<file path="src/cto_regs.svh">
// Register offsets, field positions, reset values and timing counts
// Assumes inclusion by the output control block and its package users
`ifndef CTO_REGS_SVH
`define CTO_REGS_SVH
// ----------------------------------------------------------------------
// Register offsets
// ----------------------------------------------------------------------
`define CTO_OFS_GEN_CFG 8'h02
`define CTO_OFS_PLL_CTL 8'h1f
`define CTO_OFS_FWD_ONE 8'h20
`define CTO_OFS_FWD_TWO 8'h21
`define CTO_OFS_TX_STS 8'h35
`define CTO_OFS_VC_MAP0 8'h78
`define CTO_OFS_VC_MAP1 8'h79
`define CTO_OFS_LCNT_HI 8'h73
`define CTO_OFS_LCNT_LO 8'h74
`define CTO_OFS_LLEN_HI 8'h75
`define CTO_OFS_LLEN_LO 8'h76
// ----------------------------------------------------------------------
// Field positions
// ----------------------------------------------------------------------
`define CTO_GEN_DRV 0
`define CTO_GEN_SLEEP 1
`define CTO_GEN_IDLE_MODE 2
`define CTO_PLL_OVR 7
`define CTO_FWD1_OFF0 4
`define CTO_FWD1_OFF1 5
`define CTO_FWD2_SYNC 0
`define CTO_FWD2_REPL 7
`define CTO_STS_PASS 0
`define CTO_STS_SYNC 1
`define CTO_STS_TFLT 2
// ----------------------------------------------------------------------
// Reset values and timing
// ----------------------------------------------------------------------
`define CTO_RST_GEN_CFG 8'h03
`define CTO_RST_PLL_CTL 8'h00
`define CTO_RST_FWD 8'h00
`define CTO_RST_VC_MAP0 8'he4
`define CTO_RST_VC_MAP1 8'he4
`define CTO_CLK_MHZ 100
`define CTO_BC_FRAME_NS 600
`define CTO_BC_TICK_CYC ((`CTO_BC_FRAME_NS * `CTO_CLK_MHZ) / 1000)
`define CTO_FIFO_DEPTH 32
`define CTO_REF_MHZ 25
`endif

</file>
<file path="src/cto_pkg.sv">
// Types shared by the output control block
// Assumes the constants header is compiled alongside
package cto_pkg;
  // Transmitter pin state
  typedef enum logic [1:0] {CTO_HIZ, CTO_HS0, CTO_LP11, CTO_VALID} cto_pin_t;
  // Forwarding engine state
  typedef enum logic {CTO_IDLE, CTO_SEND} cto_fwd_t;
  typedef logic [11:0] cto_word_t;
endpackage : cto_pkg

</file>
<file path="src/cto_output_ctrl.sv">
// Camera-link hub output control: remap, rate select, replicate,
// pin state, status, packet buffers and line statistics
// Assumes a byte-wide receive link timed by link_clk_i from another
// domain, a same-clock downstream consumer and a simple register port
`timescale 1ns/1ps
`include "cto_regs.svh"

// ----------------------------------------------------------------------
// Packet FIFO
// ----------------------------------------------------------------------
module cto_fifo #(
  parameter int W = 12,
  parameter int D = 32
) (
  input wire logic ref_clk_i,
  input wire logic rst_i,
  input wire logic in_valid_i,
  output logic in_ready_o,
  input wire logic [W-1:0] in_data_i,
  output logic out_valid_o,
  input wire logic out_ready_i,
  output logic [W-1:0] out_data_o
);
  localparam int AW = $clog2(D);
  logic [W-1:0] mem_r [D];
  logic [AW-1:0] wp_r;
  logic [AW-1:0] rp_r;
  logic [AW:0] cnt_r;
  logic push;
  logic pop;

  // Handshake terms
  assign in_ready_o = (cnt_r != (AW+1)'(D));
  assign out_valid_o = (cnt_r != '0);
  assign push = in_valid_i && in_ready_o;
  assign pop = out_valid_o && out_ready_i;
  assign out_data_o = mem_r[rp_r];

  // Storage write
  always_ff @(posedge ref_clk_i) begin
    if (push) begin
      mem_r[wp_r] <= in_data_i;
    end
  end

  // Pointers and fill level
  always_ff @(posedge ref_clk_i) begin
    if (rst_i) begin
      wp_r <= '0;
      rp_r <= '0;
      cnt_r <= '0;
    end else begin
      if (push) wp_r <= wp_r + 1'b1;
      if (pop) rp_r <= rp_r + 1'b1;
      cnt_r <= cnt_r + (AW+1)'(push) - (AW+1)'(pop);
    end
  end
endmodule : cto_fifo

// ----------------------------------------------------------------------
// Output control top
// ----------------------------------------------------------------------
module cto_output_ctrl #(
  parameter int REF_MHZ = `CTO_REF_MHZ
) (
  input wire logic ref_clk_i,
  input wire logic rst_i,
  input wire logic power_down_pin_i,
  input wire logic link_clk_i,
  input wire logic [1:0] rx_lock_i,
  input wire logic [1:0] rx_err_i,
  input wire logic [1:0] rx_valid_i,
  input wire logic [1:0] rx_last_i,
  input wire logic [1:0] rx_long_i,
  input wire logic [1:0][1:0] rx_vc_i,
  input wire logic [1:0][7:0] rx_data_i,
  output logic [1:0] rx_ready_o,
  input wire logic [7:0] reg_addr_i,
  input wire logic reg_wr_i,
  input wire logic [7:0] reg_wdata_i,
  output logic [7:0] reg_rdata_o,
  output cto_pkg::cto_pin_t tx0_state_o,
  output cto_pkg::cto_pin_t tx1_state_o,
  output logic tx0_oe_o,
  output logic tx1_oe_o,
  output logic tx1_clk_en_o,
  output logic tx_valid_o,
  input wire logic tx_ready_i,
  output logic [7:0] tx0_data_o,
  output logic [1:0] tx0_vc_o,
  output logic tx0_last_o,
  output logic [7:0] tx1_data_o,
  output logic [1:0] tx1_vc_o,
  output logic tx1_last_o,
  output logic [11:0] lane_rate_mbps_o,
  output logic timing_auto_o,
  output logic bc_tick_o,
  output logic status_gpio_o,
  output logic status_chg_o
);
  import cto_pkg::*;

  // Multiplier of the reference clock for each rate code
  function automatic logic [6:0] rate_mult(input logic [1:0] sel);
    case (sel)
      2'b00: rate_mult = 7'h40;
      2'b10: rate_mult = 7'h20;
      2'b11: rate_mult = 7'h10;
      default: rate_mult = 7'h00;
    endcase
  endfunction : rate_mult

  logic [7:0] gen_r, pll_r, fwd1_r, fwd2_r, map0_r, map1_r;
  logic [1:0] s1_clk_r, s2_clk_r, s3_clk_r;
  logic pwr_s1_r, pwr_s2_r;
  logic [1:0] lock_s1_r, lock_s2_r, err_s1_r, err_s2_r;
  logic [1:0][12:0] rx_s1_r, rx_s2_r;
  logic link_rise;
  cto_pin_t pin_nxt, pin_r;
  logic [1:0] push;
  logic [1:0] in_rdy;
  logic [1:0] f_valid;
  logic [1:0] f_pop;
  cto_word_t [1:0] f_in;
  cto_word_t [1:0] f_out;
  logic [1:0][5:0] pkt_cnt_r;
  cto_fwd_t fwd_r;
  logic cur_r;
  logic ovf_r;
  logic pass_r, sync_r, tflt_r;
  logic [2:0] sts_d_r;
  logic [15:0] lcnt_r, llen_r, bcnt_r;
  logic [7:0] tick_r;
  logic out_load;
  logic repl;

  assign repl = fwd2_r[`CTO_FWD2_REPL];

  // Register writes
  always_ff @(posedge ref_clk_i) begin
    if (rst_i) begin
      gen_r <= `CTO_RST_GEN_CFG;
      pll_r <= `CTO_RST_PLL_CTL;
      fwd1_r <= `CTO_RST_FWD;
      fwd2_r <= `CTO_RST_FWD;
      map0_r <= `CTO_RST_VC_MAP0;
      map1_r <= `CTO_RST_VC_MAP1;
    end else if (reg_wr_i) begin
      case (reg_addr_i)
        `CTO_OFS_GEN_CFG: gen_r <= reg_wdata_i;
        `CTO_OFS_PLL_CTL: pll_r <= reg_wdata_i;
        `CTO_OFS_FWD_ONE: fwd1_r <= reg_wdata_i;
        `CTO_OFS_FWD_TWO: fwd2_r <= reg_wdata_i;
        `CTO_OFS_VC_MAP0: map0_r <= reg_wdata_i;
        `CTO_OFS_VC_MAP1: map1_r <= reg_wdata_i;
        default: ;
      endcase
    end
  end

  // Register reads, unmapped offsets read zero
  always_comb begin
    case (reg_addr_i)
      `CTO_OFS_GEN_CFG: reg_rdata_o = gen_r;
      `CTO_OFS_PLL_CTL: reg_rdata_o = pll_r;
      `CTO_OFS_FWD_ONE: reg_rdata_o = fwd1_r;
      `CTO_OFS_FWD_TWO: reg_rdata_o = fwd2_r;
      `CTO_OFS_VC_MAP0: reg_rdata_o = map0_r;
      `CTO_OFS_VC_MAP1: reg_rdata_o = map1_r;
      `CTO_OFS_TX_STS: reg_rdata_o = {5'h00, tflt_r, sync_r, pass_r};
      `CTO_OFS_LCNT_HI: reg_rdata_o = lcnt_r[15:8];
      `CTO_OFS_LCNT_LO: reg_rdata_o = lcnt_r[7:0];
      `CTO_OFS_LLEN_HI: reg_rdata_o = llen_r[15:8];
      `CTO_OFS_LLEN_LO: reg_rdata_o = llen_r[7:0];
      default: reg_rdata_o = 8'h00;
    endcase
  end

  // Rate selection; lane rate follows the reference frequency
  assign lane_rate_mbps_o = 12'(rate_mult(pll_r[1:0]) * REF_MHZ);
  assign timing_auto_o = (pll_r[1:0] == 2'b00) || (pll_r[1:0] == 2'b10);

  // Back channel frame tick every CTO_BC_TICK_CYC reference cycles, a count fixed by CTO_CLK_MHZ, not by REF_MHZ
  always_ff @(posedge ref_clk_i) begin
    if (rst_i) begin
      tick_r <= 8'h00;
      bc_tick_o <= 1'b0;
    end else begin
      bc_tick_o <= (tick_r == 8'(`CTO_BC_TICK_CYC - 1));
      tick_r <= (tick_r == 8'(`CTO_BC_TICK_CYC - 1)) ? 8'h00 : tick_r + 8'h01;
    end
  end

  // Pin and link synchronisers
  always_ff @(posedge ref_clk_i) begin
    if (rst_i) begin
      s1_clk_r <= 2'b00;
      s2_clk_r <= 2'b00;
      s3_clk_r <= 2'b00;
      pwr_s1_r <= 1'b0;
      pwr_s2_r <= 1'b0;
      lock_s1_r <= 2'b00;
      lock_s2_r <= 2'b00;
      err_s1_r <= 2'b00;
      err_s2_r <= 2'b00;
      rx_s1_r <= '0;
      rx_s2_r <= '0;
    end else begin
      s1_clk_r <= {1'b0, link_clk_i};
      s2_clk_r <= s1_clk_r;
      s3_clk_r <= s2_clk_r;
      pwr_s1_r <= power_down_pin_i;
      pwr_s2_r <= pwr_s1_r;
      lock_s1_r <= rx_lock_i;
      lock_s2_r <= lock_s1_r;
      err_s1_r <= rx_err_i;
      err_s2_r <= err_s1_r;
      for (int p = 0; p < 2; p++) begin
        rx_s1_r[p] <= {rx_valid_i[p], rx_long_i[p], rx_last_i[p], rx_vc_i[p], rx_data_i[p]};
      end
      rx_s2_r <= rx_s1_r;
    end
  end
  assign link_rise = s2_clk_r[0] && !s3_clk_r[0];

  // Buffer fill: remap the channel ID, one FIFO per receive port
  always_comb begin
    for (int p = 0; p < 2; p++) begin
      push[p] = link_rise && rx_s2_r[p][12];
      f_in[p] = {rx_s2_r[p][11:10], (p == 0) ? map0_r[2*rx_s2_r[p][9:8] +: 2]
                : map1_r[2*rx_s2_r[p][9:8] +: 2], rx_s2_r[p][7:0]};
    end
  end
  assign rx_ready_o = in_rdy;

  for (genvar g = 0; g < 2; g++) begin : g_buf
    cto_fifo #(.W(12), .D(`CTO_FIFO_DEPTH)) u_fifo (
      .ref_clk_i(ref_clk_i),
      .rst_i(rst_i),
      .in_valid_i(push[g]),
      .in_ready_o(in_rdy[g]),
      .in_data_i(f_in[g]),
      .out_valid_o(f_valid[g]),
      .out_ready_i(f_pop[g]),
      .out_data_o(f_out[g])
    );
  end

  // Whole packets held per buffer
  always_ff @(posedge ref_clk_i) begin
    if (rst_i) begin
      pkt_cnt_r <= '0;
    end else begin
      for (int p = 0; p < 2; p++) begin
        pkt_cnt_r[p] <= pkt_cnt_r[p] + 6'(push[p] && in_rdy[p] && f_in[p][10])
                        - 6'(f_pop[p] && f_out[p][10]);
      end
    end
  end

  // Output pin state from power-down, controls, lock and forwarding
  always_comb begin
    if (!pwr_s2_r) begin
      pin_nxt = CTO_HIZ;
    end else if (!gen_r[`CTO_GEN_SLEEP]) begin
      pin_nxt = CTO_HS0;
    end else if (!gen_r[`CTO_GEN_DRV]) begin
      pin_nxt = CTO_HIZ;
    end else if (lock_s2_r == 2'b00) begin
      pin_nxt = gen_r[`CTO_GEN_IDLE_MODE] ? CTO_LP11 : CTO_HIZ;
    end else if (fwd1_r[`CTO_FWD1_OFF0] && fwd1_r[`CTO_FWD1_OFF1]) begin
      pin_nxt = CTO_LP11;
    end else begin
      pin_nxt = CTO_VALID;
    end
  end

  always_ff @(posedge ref_clk_i) begin
    if (rst_i) begin
      pin_r <= CTO_HIZ;
    end else begin
      pin_r <= pin_nxt;
    end
  end
  assign tx0_state_o = pin_r;
  assign tx0_oe_o = (pin_r != CTO_HIZ);
  assign tx1_state_o = repl ? pin_r : CTO_HIZ;
  assign tx1_oe_o = repl && (pin_r != CTO_HIZ);
  assign tx1_clk_en_o = repl;

  // Forwarding engine: alternate ports on packet boundaries
  assign out_load = !tx_valid_o || tx_ready_i;
  always_comb begin
    f_pop = 2'b00;
    if (fwd_r == CTO_SEND && out_load && f_valid[cur_r]) begin
      f_pop[cur_r] = 1'b1;
    end
  end

  always_ff @(posedge ref_clk_i) begin
    if (rst_i) begin
      fwd_r <= CTO_IDLE;
      cur_r <= 1'b0;
    end else begin
      case (fwd_r)
        CTO_IDLE: begin
          if (pin_r == CTO_VALID) begin
            if (pkt_cnt_r[!cur_r] != 6'h00 && !fwd1_r[`CTO_FWD1_OFF0 + 32'(!cur_r)]) begin
              cur_r <= !cur_r;
              fwd_r <= CTO_SEND;
            end else if (pkt_cnt_r[cur_r] != 6'h00 && !fwd1_r[`CTO_FWD1_OFF0 + 32'(cur_r)]) begin
              fwd_r <= CTO_SEND;
            end
          end
        end
        CTO_SEND: begin
          if (f_pop[cur_r] && f_out[cur_r][10]) fwd_r <= CTO_IDLE;
        end
        default: fwd_r <= CTO_IDLE;
      endcase
    end
  end

  // Output word registers; port 1 copies port 0 in replicate mode
  always_ff @(posedge ref_clk_i) begin
    if (rst_i) begin
      tx_valid_o <= 1'b0;
      tx0_data_o <= 8'h00;
      tx0_vc_o <= 2'b00;
      tx0_last_o <= 1'b0;
      tx1_data_o <= 8'h00;
      tx1_vc_o <= 2'b00;
      tx1_last_o <= 1'b0;
    end else if (out_load) begin
      tx_valid_o <= |f_pop;
      tx0_data_o <= f_out[cur_r][7:0];
      tx0_vc_o <= f_out[cur_r][9:8];
      tx0_last_o <= f_out[cur_r][10];
      tx1_data_o <= repl ? f_out[cur_r][7:0] : 8'h00;
      tx1_vc_o <= repl ? f_out[cur_r][9:8] : 2'b00;
      tx1_last_o <= repl && f_out[cur_r][10];
    end
  end

  // Status bits, change event and general output pin
  always_ff @(posedge ref_clk_i) begin
    if (rst_i) begin
      ovf_r <= 1'b0;
      pass_r <= 1'b0;
      sync_r <= 1'b0;
      tflt_r <= 1'b0;
      sts_d_r <= 3'h0;
      status_chg_o <= 1'b0;
    end else begin
      ovf_r <= |(push & ~in_rdy);
      pass_r <= (pin_r == CTO_VALID) && (fwd_r == CTO_SEND) && !(|err_s2_r)
                && !ovf_r;
      sync_r <= fwd2_r[`CTO_FWD2_SYNC] && (lock_s2_r == 2'b11);
      tflt_r <= !timing_auto_o && !pll_r[`CTO_PLL_OVR];
      sts_d_r <= {tflt_r, sync_r, pass_r};
      status_chg_o <= (sts_d_r != {tflt_r, sync_r, pass_r});
    end
  end
  assign status_gpio_o = pass_r;

  // Line statistics on receive port 0, exact for a single stream only
  always_ff @(posedge ref_clk_i) begin
    if (rst_i) begin
      bcnt_r <= 16'h0000;
      lcnt_r <= 16'h0000;
      llen_r <= 16'h0000;
    end else if (push[0] && f_in[0][11]) begin
      if (f_in[0][10]) begin
        bcnt_r <= 16'h0000;
        lcnt_r <= lcnt_r + 16'h0001;
        llen_r <= bcnt_r + 16'h0001;
      end else begin
        bcnt_r <= bcnt_r + 16'h0001;
      end
    end
  end
endmodule : cto_output_ctrl

</file>
<file path="config.mk">
export PLATFORM = sky130hd
export DESIGN_NAME = cto_output_ctrl
export DESIGN_NICKNAME = d
export VERILOG_FILES = /design/src/cto_pkg.sv /design/src/cto_output_ctrl.sv
export VERILOG_INCLUDE_DIRS = /design/src
export SDC_FILE = /design/constraint.sdc
export NUM_CORES = 1
export LEC_CHECK = 0
export BUFFER_PORTS_ARGS = -buffer_cell sky130_fd_sc_hd__buf_2
export CAP_MARGIN = 10
export CORE_ASPECT_RATIO = 0.7
export CORE_MARGIN = 10
export CORE_UTILIZATION = 40
export CTS_CLUSTER_DIAMETER = 200
export DETAILED_ROUTE_END_ITERATION = 16
export GPL_ROUTABILITY_DRIVEN = 1
export SLEW_MARGIN = 20
export SYNTH_ARGS = -nofsm -noshare
export SYNTH_HDL_FRONTEND = slang
export SYNTH_HIERARCHICAL = 1
export SYNTH_SLANG_ARGS = --single-unit
</file>
<file path="constraint.sdc">
create_clock -name ref_clk_i -period 3.6 [get_ports ref_clk_i]
set_input_delay 0.72 -clock ref_clk_i [delete_from_list [all_inputs] [get_ports ref_clk_i]]
set_output_delay 0.72 -clock ref_clk_i [all_outputs]
set_load 0.005 [all_outputs]
</file>
==> impl_metrics.py <==
metrics = {
    "die": {
        "core_area_sq_um": 96000,
        "num_io_pins": 108,
        "fp.dieW_microns": 392,
        "die-area_sq_um": 110000,
        "fp.dieH_microns": 281,
        "num_rows": 95,
        "floorplan.initialDensity": 0.404,
    },
    "worst_setup_path": {
        "cp_data_arrival_time_ps": 3950,
        "start_kind": "register",
        "cp_num_buf_inv": 3,
        "reg2reg_depth": 15,
        "crit_cells": 15,
        "r2r_setup_slack_ps": 170,
        "cp.required_ps": 4120,
        "critPathMostFrequentCell": "inv_1",
        "cpLargestDelayFamily": "adder cells",
        "critPathKind": "register to register",
        "max_stage_delay_ps": 560,
        "cpMaxStageDelayCell": "mux4_2",
        "cp-end-kind": "register",
        "r2r-end": "pkt_cnt_r[10]$_SDFF_PP0_",
        "worstPathMaxFanout": 7,
        "crit_end": "pkt_cnt_r[10]$_SDFF_PP0_",
        "crit_chain": "mux4_2, a22o_1, a221oi_2, nand3_1, and2_1, ha_1, inv_1, ha_1, inv_1, fa_1, inv_1, a21o_1, a21oi_1, xor2_1, nor2_1",
    },
    "placed_design": {
        "routabilityCongestion": 0.862,
        "dp_hpwl_microns": 60600,
        "dp_cells": 3962,
        "io_buffer_count": 102,
    },
    "sta": {
        "setup_violations": 0,
        "maxSlewHeadroom": 0.215,
        "hold_violations": 0,
        "fin_skew_ps": 18.6,
        "fmax_mhz": 292,
        "slew_violations": 0,
        "worstMarginPinSlew_ps": 1170,
        "post-route-period-util": 0.952,
        "rsz0062_at_grt": "false",
        "setup_tns_ps": 0,
        "hold_slack_ps": 268,
        "min_period_ps": 3430,
    },
    "clock_tree": {
        "cts-hold-fix-buffers": 0,
        "tritoncts": "built",
        "clk_path_buf_depth": 3,
        "numCtsBuffers": 92,
        "cts_htree_levels": 3,
        "path_clk_slew_ps": 60,
        "post_cts_resized": 0,
        "cts_root_buf": "clkbuf_16",
        "cts_setup_buffers": 0,
        "clock_latency_ps": 670,
        "cts.sinks": 961,
    },
    "global_route": {
        "antenna_found_initial": 3,
        "grt_remaining_overflow": 0,
        "grt_pass1_wl_microns": 141000,
        "first_global_vias": 22700,
        "grt_use_total": 0.168,
        "grt_max_degree": 132,
    },
    "routing": {
        "firstDrtPassIters": 6,
        "initialDrtViolationCount": 2436,
        "via_count": 22700,
        "postRouteAntennaNets": 0,
        "finalWirelength_microns": 93000,
        "drc": 0,
        "vias_per_cell": 5.50,
        "wl_per_cell_microns": 22.5,
    },
    "layout": {
        "final_cells": 4132,
        "fillers": 8282,
        "multi_input_area_sq_um": 11500,
        "drive_gt1_frac": 0.175,
        "fin_nets": 2896,
        "ff_latch_area_sq_um": 26300,
        "synthToLayoutAreaGrowth_pct": 13.7,
        "postLayoutCoreUtil": 0.459,
    },
    "power": {
        "power_density_nw_per_um2": 496,
        "peakVddDrop_v": 0.000347,
        "p_leak_nw": 14.6,
    },
    "run_status": {
        "outcome": "completed",
    },
    "logic_synthesis": {
        "synth_cells": 2628,
        "synth_warnings": 6,
        "synthesis.area_sq_um": 38800,
        "syn_avg_cell_area_sq_um": 14.8,
    },
    "worst_hold_path": {
        "worstHoldPathType": "input port to register",
    },
    "job": {
        "drv_cap": 0,
    },
}
-- power by group --
part | internal [mW] | leakage, nW | switching, mW
clock | 5.57 | 1.46 | 4.07
sequential | 11.9 | 8.57 | 0.0561
combinational | 0.0873 | 4.61 | 0.226
total | 17.5 | 14.6 | 4.35
-- metal layers --
layer	vias up	wire [microns]	GRT usage	share of wire
met2	761	39500	0.242	0.42
met5	-	0	0	0
met3	131	7760	0.0413	0.083
li1	10300	-	-	-
met4	0	1810	0.0407	0.019
met1	11500	44000	0.251	0.47
-- flip-flops by register name (all words and copies together), names as in the netlist, 8 cells and up, named ones only --
register and count:
fwd1_r 8, map1_r 8, g_buf.u_fifo/rp_r 10, g_buf.u_fifo/cnt_r 12
lcnt_r 16, g_buf.u_fifo/wp_r 10, tx0_data_o 8, g_buf.u_fifo/mem_r 704
rx_s1_r 25, bcnt_r 16, map0_r 8, fwd2_r 8
pkt_cnt_r 12, pll_r 8, f_in 19, llen_r 16
tx1_data_o 8, gen_r 8, tick_r 8
-- worst min-delay path by stage --
stage | start | endpoint | slack, ps | depth (start not counted)
4_1_cts | rx_data_i[12] | rx_s1_r[17]$_SDFF_PP0_ | 210 | 2
5_1_grt | rx_data_i[3] | rx_s1_r[3]$_SDFF_PP0_ | 250 | 2
6_report | rx_data_i[12] | rx_s1_r[17]$_SDFF_PP0_ | 270 | 2
3_3_place_gp | ovf_r$_SDFF_PP0_ | status_gpio_o$_SDFF_PP0_ | 390 | 1
2_1_floorplan | ovf_r$_SDFF_PP0_ | status_gpio_o$_SDFF_PP0_ | 370 | 1
3_5_place_dp | ovf_r$_SDFF_PP0_ | status_gpio_o$_SDFF_PP0_ | 400 | 1
-- worst register-to-register path: stages (launching register included) --
cell and delay (ps):
dfxtp_4 420, mux4_2 560, a22o_1 250, a221oi_2 200
nand3_1 230, and2_1 210, ha_1 270, inv_1 60
ha_1 160, inv_1 60, fa_1 420, inv_1 80
a21o_1 110, a21oi_1 70, xor2_1 140, nor2_1 60
-- stage by stage --
step / instance area (sq um) / worst slack (ps) / power, mW
final: 44100 / 173 / 21.9
after global routing: 44100 / 17.7 / 22.6
after CTS: 44100 / 94.4 / 22.1
after detailed placement: 41100 / 111 / 12.5
after global placement: 41100 / 88.5 / 12.5
after floorplan: 38800 / 385 / 12.3
-- cell type report --
type                       instances  share of cell area
antenna                            2            0.000114
sequential                       961               0.597
multi-input combinational       1455               0.261
tap                             1261              0.0358
timing repair buffer             232              0.0345
clock buffer                     137              0.0598
inverter                          53             0.00451
clock inverter                    31             0.00792
-- layout by cell type (no fill, tap or decap), types with 9 or more instances in the layout --
cell       count
ha_1          45
nor3_1        27
a22oi_1      103
nand2b_1      11
buf_4        128
xnor2_1       23
nor2_1       219
and2_1        18
nor2b_1       90
a2bb2oi_1     10
buf_2        101
nand2_1      104
or3_1          9
mux2i_1      203
a221oi_2      22
clkbuf_1      29
and3_1        17
clkbuf_8      10
nand3_1      128
dfxtp_1      245
inv_1         53
clkinv_2       9
mux4_2        78
nand4_1       14
a22o_1        25
a21oi_1       70
a211oi_1      28
o21ai_0       24
mux4_1        14
clkbuf_16     95
edfxtp_1     704
xor2_1        40
(Power assumes the default switching activity.)
